File: src/verilog/lp_cal_pkg.sv
// Purpose: constants for the low-power calibration and trim register bank
// Assumes: 8-bit register port, byte offsets as printed
// Notes: sleep and wake counts are in sample clock periods
package lp_cal_pkg;
  // ----------------------------------------
  // register offsets
  // ----------------------------------------
  localparam logic [7:0] soft_trig_offset = 8'h6C;
  localparam logic [7:0] lowpower_cal_control_offset = 8'h6E;
  localparam logic [7:0] core_gain_adjust_offset = 8'h7A;
  localparam logic [7:0] bandgap_adjust_offset = 8'h7C;
  localparam logic [7:0] termination_adjust_a_offset = 8'h7E;
  localparam logic [7:0] termination_adjust_b_offset = 8'h7F;
  localparam logic [7:0] trig_cfg_offset = 8'hF0;
  localparam logic [7:0] lp_status_offset = 8'hF1;
  // ----------------------------------------
  // reset values and fields
  // ----------------------------------------
  localparam logic [7:0] lowpower_cal_control_reset = 8'h88;
  localparam logic [7:0] soft_trig_reset = 8'h01;
  localparam logic [7:0] trig_cfg_reset = 8'h00;
  localparam int sleep_msb = 7;
  localparam int sleep_lsb = 5;
  localparam int wake_msb = 4;
  localparam int wake_lsb = 3;
  localparam int trig_paced_bit = 1;
  localparam int enable_bit = 0;
  localparam int bg_mode_bit = 1;
  localparam int trig_src_bit = 0;
  localparam int soft_trig_bit = 0;
  localparam logic [7:0] lp_control_rw_mask = 8'hFB;
  localparam logic [7:0] bandgap_mask = 8'h0F;
  localparam logic [7:0] soft_trig_mask = 8'h01;
  localparam logic [7:0] trig_cfg_mask = 8'h03;
  localparam int count_width = 41;
  // ----------------------------------------
  // sleep and settle lengths, sample clock periods
  // ----------------------------------------
  localparam logic [40:0] period_1152 = 41'h000_0000_0480;
  localparam logic [40:0] period_4194432 = 41'h000_0040_0080;
  localparam logic [40:0] period_33554560 = 41'h000_0200_0080;
  localparam logic [40:0] period_268435584 = 41'h000_1000_0080;
  localparam logic [40:0] period_2147483776 = 41'h000_8000_0080;
  localparam logic [40:0] period_17179869312 = 41'h004_0000_0080;
  localparam logic [40:0] period_137438953600 = 41'h020_0000_0080;
  localparam logic [40:0] period_1099511627904 = 41'h100_0000_0080;
  typedef enum logic [1:0] {
    st_idle = 2'b00,
    st_sleep = 2'b01,
    st_settle = 2'b10,
    st_cal = 2'b11
  } lp_state_type;
endpackage
File: src/verilog/lowpower_cal_and_trim_regs.sv
// Purpose: low-power background calibration pacing and trim register bank
// Assumes: core_clk is the sample clock; fuse values are stable during reset
// Notes: one offline converter is paced; cal engine handshakes via cal_start/cal_done
//
// Behaviour
// RQ1 - Sleep codes 0, 3 and 4 give 1152, 268435584 and 2147483776 periods, code 4 at reset.
// RQ2 - Sleep codes 6 and 7 give 137438953600 and 1099511627904 periods.
// RQ3 - Sleep codes 1, 2 and 5 give 4194432, 33554560 and 17179869312 periods.
// RQ4 - Software keeps sleep codes at 4 or above; the field only acts when enabled.
// RQ5 - Wake codes 0 to 3 give 1152, 33554560, 268435584 and 2147483776 settle periods.
// RQ6 - Software avoids wake code 0; settling only acts when enabled.
// RQ7 - With trigger pacing off the sleep is timed from the sleep field.
// RQ8 - With trigger pacing on the converter sleeps while the trigger is high.
// RQ9 - Low-power calibration runs only with enable and background mode both set.
// RQ10 - Software writes reserved bits with their reset value.
// RQ11 - Gain trim moves all cores together; range changes use the range setting.
// RQ12 - A 4-bit band-gap trim in bits 3:0 reads its fuse value after reset.
// RQ13 - Termination trims for inputs A and B read their fuse values after reset.
// RQ14 - Trim registers load from fuse storage after reset.
// RQ15 - The trigger comes from the pin or the soft bit per the source select.
// RQ16 - The control register resets to 0x88.
`timescale 1ns/1ps
module lowpower_cal_and_trim_regs
#(
  parameter int count_width = lp_cal_pkg::count_width
)
(
  input wire logic core_clk,
  input wire logic nrst,
  input wire logic [7:0] addr,
  input wire logic [7:0] wdata,
  input wire logic wr_en,
  input wire logic rd_en,
  output logic [7:0] rdata,
  input wire logic cal_trigger_pin,
  input wire logic [7:0] fuse_gain,
  input wire logic [7:0] fuse_bandgap,
  input wire logic [7:0] fuse_term_a,
  input wire logic [7:0] fuse_term_b,
  input wire logic cal_done,
  output logic converter_sleep,
  output logic cal_start,
  output logic [7:0] core_gain_adjust_out,
  output logic [3:0] bandgap_adjust_out,
  output logic [7:0] termination_adjust_a_out,
  output logic [7:0] termination_adjust_b_out
);
  // ----------------------------------------
  // reset release and pin synchroniser
  // ----------------------------------------
  logic rst_meta;
  logic rst_n;
  logic trig_meta;
  logic trig_sync;
  logic fuse_pending;

  always_ff @(posedge core_clk or negedge nrst)
  begin
    if (!nrst)
    begin
      rst_meta <= 1'b0;
      rst_n <= 1'b0;
    end
    else
    begin
      rst_meta <= 1'b1;
      rst_n <= rst_meta;
    end
  end

  always_ff @(posedge core_clk or negedge rst_n)
  begin
    if (!rst_n)
    begin
      trig_meta <= 1'b0;
      trig_sync <= 1'b0;
    end
    else
    begin
      trig_meta <= cal_trigger_pin;
      trig_sync <= trig_meta;
    end
  end

  // ----------------------------------------
  // write decode
  // ----------------------------------------
  // one strobe decode shared by the control, soft trigger and trigger config registers
  function automatic logic wr_hit(input logic [7:0] offset);
    wr_hit = wr_en && (addr == offset);
  endfunction

  // ----------------------------------------
  // registers
  // ----------------------------------------
  logic [7:0] lowpower_cal_control;
  logic [7:0] core_gain_adjust;
  logic [7:0] bandgap_adjust;
  logic [7:0] termination_adjust_a;
  logic [7:0] termination_adjust_b;
  logic [7:0] soft_trig;
  logic [7:0] trig_cfg;
  lp_cal_pkg::lp_state_type state;

  always_ff @(posedge core_clk or negedge rst_n)
  begin
    if (!rst_n)
      lowpower_cal_control <= lp_cal_pkg::lowpower_cal_control_reset; // [RQ16]
    else if (wr_hit(lp_cal_pkg::lowpower_cal_control_offset))
      lowpower_cal_control <= wdata & lp_cal_pkg::lp_control_rw_mask;
  end

  always_ff @(posedge core_clk or negedge rst_n)
  begin
    if (!rst_n)
      soft_trig <= lp_cal_pkg::soft_trig_reset;
    else if (wr_hit(lp_cal_pkg::soft_trig_offset))
      soft_trig <= wdata & lp_cal_pkg::soft_trig_mask; // [RQ15]
  end

  always_ff @(posedge core_clk or negedge rst_n)
  begin
    if (!rst_n)
      trig_cfg <= lp_cal_pkg::trig_cfg_reset;
    else if (wr_hit(lp_cal_pkg::trig_cfg_offset))
      trig_cfg <= wdata & lp_cal_pkg::trig_cfg_mask; // [RQ9]
  end

  // fuses are sampled one clock after release, never inside the async reset
  always_ff @(posedge core_clk or negedge rst_n)
  begin
    if (!rst_n)
      fuse_pending <= 1'b1;
    else
      fuse_pending <= 1'b0;
  end

  always_ff @(posedge core_clk or negedge rst_n)
  begin
    if (!rst_n)
    begin
      core_gain_adjust <= 8'h00;
      bandgap_adjust <= 8'h00;
      termination_adjust_a <= 8'h00;
      termination_adjust_b <= 8'h00;
    end
    else if (fuse_pending)
    begin
      core_gain_adjust <= fuse_gain; // [RQ14]
      bandgap_adjust <= fuse_bandgap & lp_cal_pkg::bandgap_mask; // [RQ12]
      termination_adjust_a <= fuse_term_a; // [RQ13]
      termination_adjust_b <= fuse_term_b; // [RQ13]
    end
    else if (wr_en)
    begin
      if (addr == lp_cal_pkg::core_gain_adjust_offset)
        core_gain_adjust <= wdata; // [RQ11]
      else if (addr == lp_cal_pkg::bandgap_adjust_offset)
        bandgap_adjust <= wdata & lp_cal_pkg::bandgap_mask; // [RQ12]
      else if (addr == lp_cal_pkg::termination_adjust_a_offset)
        termination_adjust_a <= wdata; // [RQ13]
      else if (addr == lp_cal_pkg::termination_adjust_b_offset)
        termination_adjust_b <= wdata; // [RQ13]
    end
  end

  // ----------------------------------------
  // read port
  // ----------------------------------------
  always_ff @(posedge core_clk or negedge rst_n)
  begin
    if (!rst_n)
      rdata <= 8'h00;
    // zero between reads, so a stale byte never passes for a fresh one
    else if (!rd_en)
      rdata <= 8'h00;
    else if (addr == lp_cal_pkg::lowpower_cal_control_offset)
      rdata <= lowpower_cal_control;
    else if (addr == lp_cal_pkg::core_gain_adjust_offset)
      rdata <= core_gain_adjust;
    else if (addr == lp_cal_pkg::bandgap_adjust_offset)
      rdata <= bandgap_adjust;
    else if (addr == lp_cal_pkg::termination_adjust_a_offset)
      rdata <= termination_adjust_a;
    else if (addr == lp_cal_pkg::termination_adjust_b_offset)
      rdata <= termination_adjust_b;
    else if (addr == lp_cal_pkg::soft_trig_offset)
      rdata <= soft_trig;
    else if (addr == lp_cal_pkg::trig_cfg_offset)
      rdata <= trig_cfg;
    else if (addr == lp_cal_pkg::lp_status_offset)
      rdata <= {6'h00, state};
    else
      rdata <= 8'h00;
  end

  // ----------------------------------------
  // interval decoding
  // ----------------------------------------
  function automatic logic [40:0] sleep_len(input logic [2:0] code);
    case (code)
      3'h0: sleep_len = lp_cal_pkg::period_1152; // [RQ1]
      3'h1: sleep_len = lp_cal_pkg::period_4194432; // [RQ3]
      3'h2: sleep_len = lp_cal_pkg::period_33554560; // [RQ3]
      3'h3: sleep_len = lp_cal_pkg::period_268435584; // [RQ1]
      3'h4: sleep_len = lp_cal_pkg::period_2147483776; // [RQ1]
      3'h5: sleep_len = lp_cal_pkg::period_17179869312; // [RQ3]
      3'h6: sleep_len = lp_cal_pkg::period_137438953600; // [RQ2]
      default: sleep_len = lp_cal_pkg::period_1099511627904; // [RQ2]
    endcase
  endfunction

  function automatic logic [40:0] wake_len(input logic [1:0] code);
    case (code)
      2'h0: wake_len = lp_cal_pkg::period_1152; // [RQ5]
      2'h1: wake_len = lp_cal_pkg::period_33554560; // [RQ5]
      2'h2: wake_len = lp_cal_pkg::period_268435584; // [RQ5]
      default: wake_len = lp_cal_pkg::period_2147483776; // [RQ5]
    endcase
  endfunction

  // ----------------------------------------
  // sleep / settle sequencer
  // ----------------------------------------
  logic active;
  logic paced;
  logic cal_trigger;
  logic [count_width-1:0] timer;
  logic [40:0] sleep_target;
  logic [40:0] wake_target;

  // the pin is already two flops deep, so both sources look alike here
  assign cal_trigger = trig_cfg[lp_cal_pkg::trig_src_bit] ? trig_sync // [RQ15]
                       : soft_trig[lp_cal_pkg::soft_trig_bit];
  assign active = lowpower_cal_control[lp_cal_pkg::enable_bit] // [RQ9]
                  & trig_cfg[lp_cal_pkg::bg_mode_bit];
  assign paced = lowpower_cal_control[lp_cal_pkg::trig_paced_bit]; // [RQ8]
  assign sleep_target =
    sleep_len(lowpower_cal_control[lp_cal_pkg::sleep_msb:lp_cal_pkg::sleep_lsb]); // [RQ7]
  assign wake_target =
    wake_len(lowpower_cal_control[lp_cal_pkg::wake_msb:lp_cal_pkg::wake_lsb]); // [RQ5]

  always_ff @(posedge core_clk or negedge rst_n)
  begin
    if (!rst_n)
    begin
      state <= lp_cal_pkg::st_idle;
      timer <= '0;
    end
    // dropping enable or mode parks the sequencer with the converter awake
    else if (!active)
    begin
      state <= lp_cal_pkg::st_idle; // [RQ9]
      timer <= '0;
    end
    else
    begin
      case (state)
        lp_cal_pkg::st_idle:
        begin
          state <= lp_cal_pkg::st_sleep;
          timer <= '0;
        end
        lp_cal_pkg::st_sleep:
        begin
          if (paced)
          begin
            // parked, so a later switch to timed mode counts from zero
            timer <= '0;
            if (!cal_trigger)
              state <= lp_cal_pkg::st_settle; // [RQ8]
          end
          else if (41'(timer) + 41'h1 >= sleep_target)
          begin
            state <= lp_cal_pkg::st_settle; // [RQ7]
            timer <= '0;
          end
          else
            timer <= timer + 1'b1; // [RQ7]
        end
        lp_cal_pkg::st_settle:
        begin
          if (41'(timer) + 41'h1 >= wake_target)
          begin
            state <= lp_cal_pkg::st_cal; // [RQ5]
            timer <= '0;
          end
          else
            timer <= timer + 1'b1;
        end
        default:
        begin
          timer <= '0;
          if (cal_done)
            state <= lp_cal_pkg::st_sleep;
        end
      endcase
    end
  end

  assign converter_sleep = (state == lp_cal_pkg::st_sleep); // [RQ8]
  assign cal_start = (state == lp_cal_pkg::st_cal);
  assign core_gain_adjust_out = core_gain_adjust;
  assign bandgap_adjust_out = bandgap_adjust[3:0];
  assign termination_adjust_a_out = termination_adjust_a;
  assign termination_adjust_b_out = termination_adjust_b;
endmodule // lowpower_cal_and_trim_regs

File: config.mk
export PLATFORM = sky130hd
export DESIGN_NAME = lowpower_cal_and_trim_regs
export DESIGN_NICKNAME = d
export VERILOG_FILES = /design/src/verilog/lp_cal_pkg.sv /design/src/verilog/lowpower_cal_and_trim_regs.sv
export SDC_FILE = /design/constraint.sdc
export NUM_CORES = 1
export LEC_CHECK = 0
export BUFFER_PORTS_ARGS = -buffer_cell sky130_fd_sc_hd__buf_4
export CAP_MARGIN = 0
export CORE_MARGIN = 1
export CORE_UTILIZATION = 30
export DETAILED_ROUTE_END_ITERATION = 12
export PLACE_DENSITY_LB_ADDON = 0.15
export SYNTH_ARGS = -nofsm -noshare
export SYNTH_HDL_FRONTEND = slang
export SYNTH_SLANG_ARGS = --single-unit
File: constraint.sdc
create_clock -name core_clk -period 4.4 [get_ports core_clk]
set_input_delay 0.22 -clock core_clk [delete_from_list [all_inputs] [get_ports core_clk]]
set_output_delay 0.22 -clock core_clk [all_outputs]
set_load 0.02 [all_outputs]
# After elaboration in Yosys (flattened, before gate mapping)
# Index checks and enable logic that the tools add are counted.
# totals
register_bits	98
wordCells	103
output_inout_bits	38
# op_classes
reduce_logical	16
bitwise_logic	1
magnitude_cmp	2
n_addsub	1
n_mux	42
n_eq_ne	26
# op_table
operator	count
$pmux W41 S7	1
$mux W8	24
$mux W41	4
$pmux W32 S3	1
$pmux W41 S2	1
$eq A8 B7 Y1 const B	6
$add A41 B1 Y41 const B	1
$ge A41 B32 Y1	1
$ge A41 B41 Y1	1
$mux W2	9
$eq A8 B8 Y1 const B	2
$reduce_bool A2 Y1	5
$eq A3 B3 Y1 const B	3
$reduce_and A4 Y1	2
$eq A2 B2 Y1 const B	3
$eq A3 B2 Y1 const B	2
$ne A2 B2 Y1 const B	3
$pmux W2 S3	1
$ne A5 B3 Y1 const B	1
$reduce_and A5 Y1	1
$eq A2 B1 Y1 const B	2
$logic_not A2 Y1	2
$ne A4 B3 Y1 const B	1
$ne A4 B4 Y1 const B	1
other kinds (8)	10

# Depth between registers and ports, before layout
# Gate-level depths: netlist of run 1.
# depth
ltp_word	10
depth_mapped	18
mapped_depth_nobuf	14

# Worst setup path after synthesis of run 1
# Ideal clock, no wire load.
# synth_timing
kind	flip-flop to flip-flop
start	register timer[2]
end	register timer[25]
setup_ns	0.069
synth_period_minus_slack_ns	3.667
slack_ns	0.733
stages_incl_launch_ff	18
t_arrival_ns	3.598
n_path_buf	3
required_time_ns	4.331
cell_sequence	dfrtp_1 -> nand4_2 -> nor3_1 -> clkbuf_1 -> nand4_1 -> nor4_1 -> xnor2_1 -> inv_1 -> ha_1 -> or3_1 -> o221a_2 -> a41o_1 -> nor3_1 -> a211oi_1 -> or2_1 -> buf_2 -> buf_6 -> nor2b_2
# synth_via
elab_chain_len	6
elab_cells_between_ends	8
cone_classes	add/sub (1); order compare (2); mux (5)
# synth_rtl
element	line	source
start, declared	lowpower_cal_and_trim_regs.sv:228	logic [count_width-1:0] timer;
start signal, assigned	lowpower_cal_and_trim_regs.sv:279	timer <= timer + 1'b1;
start signal, assigned	lowpower_cal_and_trim_regs.sv:289	timer <= timer + 1'b1;
$add A41 B1 Y41 *	n/a	
$ge A41 B41 Y1	lowpower_cal_and_trim_regs.sv:273	else if (41'(timer) + 41'h1 >= sleep_target)
$mux W41	lowpower_cal_and_trim_regs.sv:273	
$mux W41	lowpower_cal_and_trim_regs.sv:266	if (paced)
$pmux W41 S2 *	lowpower_cal_and_trim_regs.sv:258	case (state)
$mux W41 *	lowpower_cal_and_trim_regs.sv:251	else if (!active)
# Mark *: on every way between the ends. The rest lies on a longest branch, timed or not.
# A chain may end at the register's enable or synchronous reset.

# Final worst setup path of run 1
# layout_timing
start	register timer[2]
end	register timer[40]
# The elaborated chain is that of the path after synthesis.

==> impl_summary.md, run 1 <==
Yosys
The area of the mapped netlist is about 5700 µm². Yosys printed 0 warnings. Counting flops and latches in the post-synthesis netlist gives 94.

Counting flops with a built-in enable in the synthesized netlist gives 0. The synthesized area divided by synthesized cell count is 9.21 µm². Among all flip-flop cells after synthesis, the most frequent one is dfrtp_1.

The proportion of synthesized chip area in sequential cells is between 40% and 50%. The number of different library cells used by synthesis comes to 60. After synthesis, the share of flip-flops with an asynchronous set or reset is 100%. The net count of the mapped netlist is 685. Synthesis produced 615 cells.

Die
The initial cell density of the core is between 30% and 40%. From left edge to right edge, the die measures 139 µm. The die footprint is approximately 19000 µm².

The total area inside the core boundary comes to about 18000 µm². From bottom edge to top edge, the die measures 139 µm. 92 I/O pins were placed. The number of placement rows is 49.

Critical path
The critical path startpoint is timer[2]$_DFF_PN0_. The worst-path maximum fanout is 41. The worst register-to-register path begins at timer[2]$_DFF_PN0_.

Following the worst setup path forward leads to its endpoint at timer[40]$_DFF_PN0_. The sort of element at the end of the critical path is a flop. Counting cells, the worst reg-to-reg path comes to 15.

The register-to-register setup slack is 0.47 ns. The setup path with the least slack is of type reg2reg. Data on the critical path arrives at its endpoint at 4.22 ns. The kind of start point of the critical path is a flop.

The worst flop-to-flop path endpoint is timer[40]$_DFF_PN0_. At the worst endpoint, the required time is 4.68 ns.

Detailed routing
The overall routed net length is 15500 µm. The count of nets left with antenna violations after detail routing is 0. In the routed layout, each cell is associated on average with a via count of 5.21.

The detailed router finished its first iteration with 303 violations. The routed length per instance is 16.8 µm. The first detailed-routing pass took 4 iterations. The total number of vias is 4832. After detailed routing, the number of remaining DRC violations is 0.

Clock network
The clock reaches the later pin of the worst-skew pair after ~0.36 ns. The clock drives 94 sinks. The number of instances resized during post-cts repair is 0. The number of hold buffers added after CTS was 2. The post-CTS setup-driven buffer insertion count is 0. The clock transition at the registers of the reported paths is ~0.07 ns. TritonCTS built the clock tree. The maximum number of buffers from clock root to sink is 2.

The cell chosen for the clock root is clkbuf_16. The H-tree generated during clock tree synthesis spans 3 levels. Counting the buffers created by CTS gives 9.

Power
The total power per unit cell area is 288 nW/µm². The peak supply drop is ~0.22 mV. Summed over all cells, the static leakage comes to roughly 2.8 nW.

Final layout
The multi-input combinational cells in the finished layout cover a total of 3070 µm². 0 antenna diodes ended up in the layout. The area taken by flip-flops and latches is 2360 µm². After routing the design area is 6890 µm². The proportion of layout cells with a drive suffix above 1 is a little under a quarter. In the final design database the tool counted approximately 760 nets. The fill cell instance count of the final layout is 1811.

The post-synthesis to final-layout area growth is 21.6%.

Timing
The total setup violations reported at the end of the flow is 0. Setup repair after global routing left no endpoint under its margin. The final critical delay including setup and external delays is around 3.9 ns. The share of the clock period used by the worst path after layout is about 89%. For the final database, setup skew stands at 0.00833 ns. The maximum clock frequency is 254 MHz. For the pin with the worst max-slew slack, the measured transition is 0.993 ns. The count of final max-slew check failures came to 0. The total negative slack is 0 ns. The number of hold violations in the final report is 0. The worst max-slew margin expressed relative to the limit is 33.3%.

Outcome
The flow ran to the end, and the final reports show no timing, DRC or antenna violations.

Placed design
During placement, the flow inserted port buffers numbering 87. Summing all placed instances gives a cell area of 6550 µm². Detailed placement ended at an HPWL of between 10000 and 15000 µm. The congestion estimate from routability-driven global placement came to 0.835.

GRT
The initial antenna violation count is 0. Global routing used 16.8% of the available tracks across all layers. The pin count of the biggest net entering global routing is 53. The via count of the first global-routing pass is between 4000 and 5000. Summed over all layers, the global routing overflow is 0.

The global-route wire length before repair is 25800 µm.

Job
The reported max-cap violation count is 0.

Hold path
The path class of the tightest hold or removal check is in2reg.
## through the flow
| stage | util, % | power [mW] | instances | hold WS, ns | setup slack, ns |
|---|---|---|---|---|---|
| floorplan | - | 1.03 | 615 | -0.0756 | 0.733 |
| global placement | 36.0 | 1.14 | 909 | 0.00224 | 0.536 |
| detailed placement | 36.0 | 1.14 | 909 | 0.00599 | 0.490 |
| CTS | 37.8 | 2.01 | 927 | 0.0626 | 0.427 |
| global route | 37.8 | 2.06 | 927 | 0.0801 | 0.0182 |
| finish | 37.8 | 1.98 | 927 | 0.0704 | 0.466 |
## kinds of logic (layout without fill, tap and decap cells)
logic type      Yosys count  count (layout)  synth area share [%]
xor+xnor                 46              46                  7.11
compound gates           96              96                  11.2
other cells               2               2                 0.133
mux                      43              43                  7.91
simple gates            268             268                  24.3
buf+inv                  50             133                  4.15
fa+ha+maj                16              16                  3.53
flops                    94              94                  41.6
## critical path, cell delays in order (launching register included)
cell      delay [ns]
dfrtp_1         0.43
nand4_2         0.19
nor3_1          0.35
nand4_1         0.23
nor4_1          0.34
xnor2_1         0.23
inv_1           0.08
ha_1            0.21
or3_1           0.37
o221a_2         0.24
a41o_1          0.21
nor3_1          0.21
a211oi_1        0.16
or2_1           0.27
buf_12          0.20
nor2b_1         0.13
## cell type report
cell class | instances | area share (%)
Multi-Input combinational cell | 471 | 44.6
Sequential cell | 94 | 34.3
Timing Repair Buffer | 104 | 11.6
Tap cell | 229 | 4.16
Clock buffer | 10 | 3.32
Clock inverter | 6 | 1.36
Inverter | 13 | 0.708
## cell usage after synthesis, types with 3 or more instances
cell type  number  area share (%)
buf_2          12             1.1
xnor2_1        27             4.2
nor2_1         58             3.8
dfstp_2         4             1.9
nor3b_1         3            0.40
nand2b_1        4            0.44
nor2b_2         5            0.77
nor4_1          8            0.88
or4_1           3            0.40
nand2_1        67             4.4
a31oi_1         7            0.77
or3_1           6            0.66
and3_1          9            0.99
nor2_2          5            0.55
mux2_2         14             2.8
inv_1          13            0.86
dfrtp_1        90              40
ha_1           16             3.5
and2_1          4            0.44
a311oi_1        5            0.77
nand4b_1        3            0.46
o21ai_0        31             2.7
or2_2           4            0.44
o31ai_1         3            0.40
clkbuf_1       18             1.2
nand3_1        31             2.7
a211oi_1        5            0.66
buf_6           4            0.80
mux2i_1        29             5.1
a21oi_1        11            0.97
nand4_1        22             2.4
nor3_1         17             1.5
nand3b_1        6            0.80
xor2_1         19             2.9
a22oi_1        17             2.3
## flip-flops by register name, indices dropped and copies added (netlist names)
signal,flops
timer,41
core_gain_adjust_out,8
rdata,8
termination_adjust_a_out,8
termination_adjust_b_out,8
lowpower_cal_control,7
bandgap_adjust,4
state,2
trig_cfg,2
fuse_pending,1
rst_meta,1
rst_n,1
soft_trig,1
trig_meta,1
trig_sync,1
## routing by layer
layer,vias to the layer above,GRT usage [%],wire length [µm]
met1,2311,21.6,7310
met4,0,6.02,244
met3,16,3.54,845
li1,2349,-,-
met2,156,27.8,7150
met5,-,0,0
## where the power goes
| part | switching (mW) | internal, mW |
|---|---|---|
| clock network | 0.354 | 0.502 |
| logic | 0.0914 | 0.0891 |
| registers | 0.0482 | 0.897 |
| total | 0.494 | 1.49 |
## cell usage in the layout (no fill, tap or decap), types with 17 or more instances in the layout
cell type  instances
o21ai_0           31
nand4_1           22
nand3_1           31
dfrtp_1           89
mux2i_1           29
xnor2_1           27
nor3_1            17
nor2_1            58
nand2_1           67
buf_4            101
xor2_1            19
a22oi_1           17
## how the worst min path moves through the flow
stage / slack, ns / start / to / cells past startpoint
2_1_floorplan: -0.08 / nrst / rst_meta$_DFF_PN0_ / 0
6_report: 0.07 / fuse_gain[7] / core_gain_adjust_out[7]$_DFFE_PN0P_ / 3
4_1_cts: 0.06 / fuse_term_b[2] / termination_adjust_b_out[2]$_DFFE_PN0P_ / 3
3_3_place_gp: 0.002 / nrst / rst_meta$_DFF_PN0_ / 1
3_5_place_dp: 0.006 / nrst / rst_meta$_DFF_PN0_ / 1
5_1_grt: 0.08 / fuse_gain[2] / core_gain_adjust_out[2]$_DFFE_PN0P_ / 3
(Power assumes the default switching activity.)
==> inputs of run 2 (changes only) <==
--- a/config.mk
+++ b/config.mk
@@ -11,6 +11,7 @@
 export CORE_UTILIZATION = 30
 export DETAILED_ROUTE_END_ITERATION = 12
 export PLACE_DENSITY_LB_ADDON = 0.15
+export RECOVER_POWER = 25
 export SYNTH_ARGS = -nofsm -noshare
 export SYNTH_HDL_FRONTEND = slang
 export SYNTH_SLANG_ARGS = --single-unit
==> run 2 against run 1 <==
The flow now finishes with violations (max-capacitance violations, max-slew violations). Worst setup slack better by 0.0076 ns. Clock skew hardly changed. Register-to-register slack hardly changed. Critical path depth stayed put. First-iteration DRC count is 19% higher. Design area is 0.11% lower. Largest cell class unchanged. Highest routed layer unchanged.
==> impl_summary.md, run 2 (synthesis results as in run 1) <==
Die
The total I/O pin count is 92 (unchanged). The area inside the core boundary is 18200 µm² (unchanged). The number of placement rows is 49 (unchanged). The horizontal die dimension is 139 µm (unchanged).

The die footprint came to 19400 µm² (unchanged). The height of the die is 139 µm (unchanged). The initial cell density of the core is 31.1% (unchanged).

Job
The reported max-cap violation count is 1 (+1).

Critical path
STA classifies the critical path startpoint as a flop. The worst setup path category is reg2reg. The sort of element at the end of the critical path is a flop. The worst flop-to-flop path endpoint is timer[40]$_DFF_PN0_. The worst reg-to-reg path cell count came to 15 (unchanged).

The critical path data arrival time was 4.21 ns (about the same). The required arrival time at the worst endpoint came to 4.68 ns (about the same). The register-to-register setup slack is 0.47 ns (about the same). In this run the critical register-to-register path is launched from timer[2]$_DFF_PN0_. The worst-path maximum fanout is 41 (unchanged).

Final layout
The fill cell instance count of the final layout is 1813 (+0.11%). From synthesis to final layout, the design area changed by 21.5%. The flip-flop count of the largest register after layout is 41 (unchanged). In the layout the commonest cells are buf_4, dfrtp_1, nand2_1, nor2_1. The net count reported at finish is 763 (unchanged). The proportion of layout cells with a drive suffix above 1 is 22.5% (-0.29 points). The register name with the most flops is timer. The most frequent standard cell in the layout excluding fill and tap cells is buf_4. The number of antenna diodes came to 0 (unchanged).

Hold path
The endpoint with the worst hold slack is core_gain_adjust_out[7]$_DFFE_PN0P_. The origin of the worst min-delay path is fuse_gain[7]. The worst hold path depth is 3 (unchanged). The class of the worst hold path is in2reg.

Clock network
The maximum number of buffers from clock root to sink was 2 (unchanged). TritonCTS built the clock tree. The count of clock tree sinks is 94 (unchanged).

The insertion delay to the later sink of the worst-skew pair is 0.36 ns (about the same). The clock transition at the registers of the reported paths is 0.07 ns (about the same). The cell chosen for the clock root is clkbuf_16.

The number of buffers inserted during clock tree synthesis is 9 (unchanged). The post-CTS setup-driven buffer insertion count came to 0 (unchanged). The number of instances resized during post-cts repair is 0 (unchanged). The number of H-tree levels is 3 (unchanged).

Power
The overall power consumption was 1.98 mW (about the same). The peak supply drop came to 0.218 mV (about the same). The total power per unit cell area is 288 nW/µm² (about the same). The leakage power figure is 2.84 nW (-0.10%).

Timing
The actual transition at the worst max-transition pin was 2.07 ns (+1.07 ns). The count of final max-slew check failures is 53 (+53). The number of hold violations in the final report is 0 (unchanged). The total negative slack was 0 ns (unchanged). The maximum clock frequency was 255 MHz (+0.19%). Setup repair after global routing left no endpoint under its margin.

The worst max-slew margin expressed relative to the limit was -37.9% (-71 points). The total setup violations reported at the end of the flow came to 0 (unchanged). The final critical delay including setup and external delays is 3.93 ns (-0.00755 ns). The worst hold slack across all endpoints was 0.0697 ns (-0.000697 ns).

The share of the clock period used by the worst path after layout is 89.2% (-0.17 points). The clock tree skew after final layout came to 0.00823 ns (-0.0000967 ns).

Detailed routing
The routed length per instance is 16.8 µm (+0.12%). The count of nets left with antenna violations after detail routing came to 0 (unchanged). The first-pass iteration count of the detailed router came to 5 (+1). The remaining routing DRC violations is 0 (unchanged). The detail-routed via count per cell came to 5.24 (+0.50%). The iteration-0 DRC count of the detailed router is 360 (+19%). The total number of vias came to 4856 (+0.50%). The overall routed net length is 15600 µm (+0.12%).

GRT
The pin count of the biggest net entering global routing was 53 (unchanged). The initial antenna violation count was 0 (unchanged). The aggregate global-route resource usage is 16.8% (unchanged).

The global-route wire length before repair is 25800 µm (unchanged). The via count of the first global-routing pass is 4952 (unchanged). The total overflow reported by the global router is 0 (unchanged).

Outcome
The run finished, with violations left. The checks that failed: max-capacitance violations, max-slew violations.

Placed design
The HPWL after detailed placement was 11600 µm (unchanged). The final estimated routing congestion in global placement is 0.835 (unchanged). The count of input and output buffers is 87 (unchanged).
## run 2: worst max path at each step
stage | start | to | slack [ns]
2_1_floorplan | timer[2]$_DFF_PN0_ | timer[25]$_DFF_PN0_ | 0.73
3_3_place_gp | timer[2]$_DFF_PN0_ | timer[40]$_DFF_PN0_ | 0.54
3_5_place_dp | timer[2]$_DFF_PN0_ | timer[40]$_DFF_PN0_ | 0.49
4_1_cts | timer[2]$_DFF_PN0_ | timer[40]$_DFF_PN0_ | 0.43
5_1_grt | timer[2]$_DFF_PN0_ | timer[7]$_DFF_PN0_ | 0.02
6_report | timer[2]$_DFF_PN0_ | timer[40]$_DFF_PN0_ | 0.47
## run 2: timing repair
item / 4_1_cts / 5_1_grt
endpoints found under the setup margin: 0 / 0
hold buffers: 2 / 0
hold endpoints to repair: 3 / 0
## run 2: report_power, final
part	total [mW]	switching (mW)	internal [mW]
Clock	0.857	0.354	0.502
Combinational	0.180	0.0916	0.0888
Sequential	0.944	0.0479	0.897
Total	1.98	0.494	1.49
## run 2: critical path, cell delays in order (launching register included)
cell and delay, ns:
dfrtp_1 0.43, nand4_2 0.19, nor3_1 0.35, nand4_1 0.22, nor4_1 0.34, xnor2_1 0.23
inv_1 0.08, ha_1 0.21, or3_1 0.37, o221a_2 0.24, a41o_1 0.21, nor3_1 0.21
a211oi_1 0.16, or2_1 0.27, buf_12 0.20, nor2b_1 0.13
## run 2: metal layers
layer | vias to the layer above | global-route usage, % | part of all wire [%]
met1 | 2341 | 21.6 | 47
met4 | 0 | 6.02 | 1.5
met3 | 14 | 3.54 | 5.6
li1 | 2348 | - | -
met2 | 153 | 27.8 | 46
met5 | - | 0 | 0
## run 2: area by class of cell
| cell class | count | area [µm²] | area share [%] |
|---|---|---|---|
| Tap cell | 229 | 287 | 4.16 |
| Sequential cell | 94 | 2360 | 34.3 |
| Clock buffer | 10 | 229 | 3.33 |
| Multi-Input combinational cell | 471 | 3070 | 44.6 |
| Clock inverter | 6 | 93.8 | 1.36 |
| Timing Repair Buffer | 104 | 795 | 11.5 |
| Inverter | 13 | 48.8 | 0.709 |
## run 2: stage by stage
step / std cells / instance area, µm² / worst slack (ns) / utilization (%)
CTS: 927 / 6890 / 0.427 / 37.8
global placement: 909 / 6550 / 0.536 / 36.0
global route: 927 / 6880 / 0.0182 / 37.8
floorplan: 615 / 5660 / 0.733 / -
detailed placement: 909 / 6550 / 0.490 / 36.0
finish: 927 / 6880 / 0.474 / 37.8
==> inputs of run 3 (changes only) <==
--- a/config.mk
+++ b/config.mk
@@ -8,7 +8,7 @@
 export BUFFER_PORTS_ARGS = -buffer_cell sky130_fd_sc_hd__buf_4
 export CAP_MARGIN = 0
 export CORE_MARGIN = 1
-export CORE_UTILIZATION = 30
+export CORE_UTILIZATION = 62
 export DETAILED_ROUTE_END_ITERATION = 12
 export PLACE_DENSITY_LB_ADDON = 0.15
 export RECOVER_POWER = 25
==> run 3 against run 2 <==
The run now ends clean. Combinational power decreased by 9%. Sequential power decreased by 0.8%. Worst setup slack got worse by 0.071 ns. Routed wire length decreased by 12%. Global-route usage increased by 13 points. First-iteration DRC count decreased by 8.3%. Total power decreased by 10%. Clock skew increased by 0.0073 ns. Non-clock buffer count decreased by 6. Sequential share of layout area increased by 2.3 points. Clock power decreased by 21%. Maximum frequency decreased by 1.8%. Critical endpoint is now timer[35]$_DFF_PN0_. Largest power group unchanged. Highest routed layer unchanged.
==> impl_summary.md, run 3 (synthesis results as in run 1) <==
Critical path
The critical path goes through nand4_2, or3_1, nor3_1, nand3_1, xnor2_1, ha_1, o41ai_1, a21oi_1, o31a_1, a211oi_1, a211oi_1, or2_1, buf_4, nor2_1. Among all stages on the critical path, the largest delay is contributed by or3_1. The worst setup path category is reg2reg. The sort of element at the end of the critical path is a flop. The worst setup path is launched from a flop. The worst-path maximum fanout is 41 (unchanged). The biggest cell delay along the critical path is 0.53 ns (+0.10 ns).

The critical path data arrival time is 4.29 ns (+0.08 ns). The required arrival time at the worst endpoint is 4.70 ns (+0.02 ns). The cell type with the highest occurrence count on the critical path is a211oi_1.

Detailed routing
The overall routed net length came to 13700 µm (-12%). The detail-routed via count per cell was 6.14 (+17%). The first-pass iteration count of the detailed router came to 7 (+2). The remaining routing DRC violations is 0 (unchanged). The routed length per instance came to 17.1 µm (+1.9%). The count of nets left with antenna violations after detail routing was 0 (unchanged).

The total number of vias is 4909 (+1.1%). The iteration-0 DRC count of the detailed router is 330 (-8.3%).

Final layout
The number of antenna diodes is 0 (unchanged). The library cell used most frequently in the layout, excluding fill and tap cells, is dfrtp_1. The net count reported at finish came to 757 (-0.79%). The multi-input combinational cell area was 3070 µm² (unchanged). More flip-flops sit in one register than any other, and that register is timer. The proportion of layout cells with a drive suffix above 1 is 16.9% (-5.6 points). The area taken by flip-flops and latches was 2360 µm² (unchanged). Compared with the post-synthesis result, the final layout area differs by 13.9%. The fill cell instance count of the final layout is 681 (-62%).

The top cell types in the final layout, fill and taps aside, are dfrtp_1, nand2_1, buf_4, nor2_1, clkbuf_1. The flip-flop count of the largest register after layout is 41 (unchanged).

Die
The total I/O pin count is 92 (unchanged). The area inside the core boundary is 8760 µm² (-52%). The horizontal die dimension is 97.6 µm (-30%).

The die footprint is 9520 µm² (-51%). The height of the die is 97.6 µm (-30%). The number of placement rows came to 34 (-31%). The initial cell density of the core is 64.6% (+34 points).

Clock network
The number of buffers inserted during clock tree synthesis was 9 (unchanged). The post-CTS setup-driven buffer insertion count came to 0 (unchanged). The cell chosen for the clock root is clkbuf_8. The maximum number of buffers from clock root to sink is 2 (unchanged). The number of H-tree levels is 3 (unchanged).

The count of clock tree sinks is 94 (unchanged). TritonCTS built the clock tree. The insertion delay to the later sink of the worst-skew pair came to 0.37 ns (about the same). The clock transition at the registers of the reported paths is 0.11 ns (+0.04 ns).

Power
The internal power is 1.30 mW (-13%). The combinational fraction of design power is 9.2% (about the same). The leakage power figure is 2.64 nW (-7.2%). The relative contribution of sequential cells to total power is 52.7% (+5.0 points).

The switching power share of the total came to 26.8% (+1.9 points). The switching power is 0.476 mW (-3.5%). The clock power share is 38.1% (-5.1 points).

The peak supply drop is 0.174 mV (-20%). The total power per unit cell area is 275 nW/µm² (-4.4%).

Outcome
The flow ran to the end, and the final reports show no timing, DRC or antenna violations.

GRT
The via count of the first global-routing pass is 4845 (-2.2%). The met2 usage in global routing is 50.9% (+23 points). The global routing's busiest layer is met2.

The pin count of the biggest net entering global routing is 77 (+45%). The aggregate global-route resource usage is 30.0% (+13 points). The met3 global-route usage is 5.40% (+1.9 points). The total overflow reported by the global router is 0 (unchanged).

The met1 routing resource usage after global routing was 39.2% (+18 points). The initial antenna violation count came to 0 (unchanged). The global-route wire length before repair is 23200 µm (-10%).

Timing
The actual transition at the worst max-transition pin is 1.09 ns (-0.977 ns). The worst max-slew margin expressed relative to the limit is 26.9% (+65 points). The setup slack after layout came to 0.403 ns (-0.0714 ns). The share of the clock period used by the worst path after layout is 90.9% (+1.6 points). The total setup violations reported at the end of the flow is 0 (unchanged).

The number of hold violations in the final report is 0 (unchanged). Setup repair after global routing left no endpoint under its margin. The final critical delay including setup and external delays was 4.00 ns (+0.0714 ns). The maximum clock frequency is 250 MHz (-1.8%). The count of final max-slew check failures was 0 (-100%). The clock tree skew after final layout came to 0.0155 ns (+0.00728 ns). The total negative slack is 0 ns (unchanged).

Placed design
The final estimated routing congestion in global placement came to 0.870 (+4.2%). The HPWL after detailed placement came to 10000 µm (-14%). The count of input and output buffers came to 87 (unchanged). The post-placement worst setup slack is 0.467 ns (-0.0229 ns).

Job
The reported max-cap violation count is 0 (-1).

Hold path
The worst hold path belongs to the class in2reg.
## run 3: area by class of cell
cell class	count	area share, %
Clock inverter	7	1.73
Tap cell	108	2.09
Inverter	13	0.756
Timing Repair Buffer	98	9.38
Multi-Input combinational cell	471	47.6
Clock buffer	9	1.92
Sequential cell	94	36.5
## run 3: critical path: cells and delay by family, from the launching register on
kind	cells	cell delay (ns)
flip-flops	1	0.43
AO/OA/AOI/OAI	5	1.17
AND/OR/NAND/NOR	6	1.55
adder cells (fa/ha/maj)	1	0.26
buffers and inverters	1	0.27
XOR/XNOR	1	0.21
## run 3: final timing paths
check,from,to,slack [ns],cells after the start
min in group asynchronous,nrst,rst_meta$_DFF_PN0_,0.15,2
worst max-delay path,timer[2]$_DFF_PN0_,timer[35]$_DFF_PN0_,0.40,14
worst min register to register,rst_n$_DFF_PN0_,timer[33]$_DFF_PN0_,0.28,0
max in group asynchronous,rst_n$_DFF_PN0_,timer[12]$_DFF_PN0_,2.72,1
worst max register to register,timer[2]$_DFF_PN0_,timer[35]$_DFF_PN0_,0.40,14
worst min-delay path,fuse_term_b[3],termination_adjust_b_out[3]$_DFFE_PN0P_,0.04,3
## run 3: power by group through the flow
stage	registers (mW)	clock network [mW]	logic, mW
CTS	0.937	0.684	0.185
floorplan	0.976	0	0.0547
detailed placement	0.953	0	0.183
finish	0.936	0.677	0.164
global route	0.942	0.713	0.180
global placement	0.951	0	0.178
## run 3: per-stage QoR
step	utilization [%]	std cells	total power [mW]	instance area [µm²]	hold slack [ns]
5_1_grt	73.6	800	1.83	6450	0.0496
2_1_floorplan	-	615	1.03	5660	-0.0756
3_3_place_gp	72.3	782	1.13	6340	0.00317
3_5_place_dp	72.3	782	1.14	6340	0.00578
4_1_cts	75.2	800	1.81	6590	0.0419
6_report	73.6	800	1.78	6450	0.0409
## run 3: layer usage
metal	part of all wire (%)	wire length, µm
met4	1.3	180
met5	0	0
met1	42	5780
met2	51	6940
met3	5.7	787
## run 3: what timing repair did
item                      CTS  global route
hold buffers                2             0
resized for setup           0             0
hold endpoints to repair    3             0
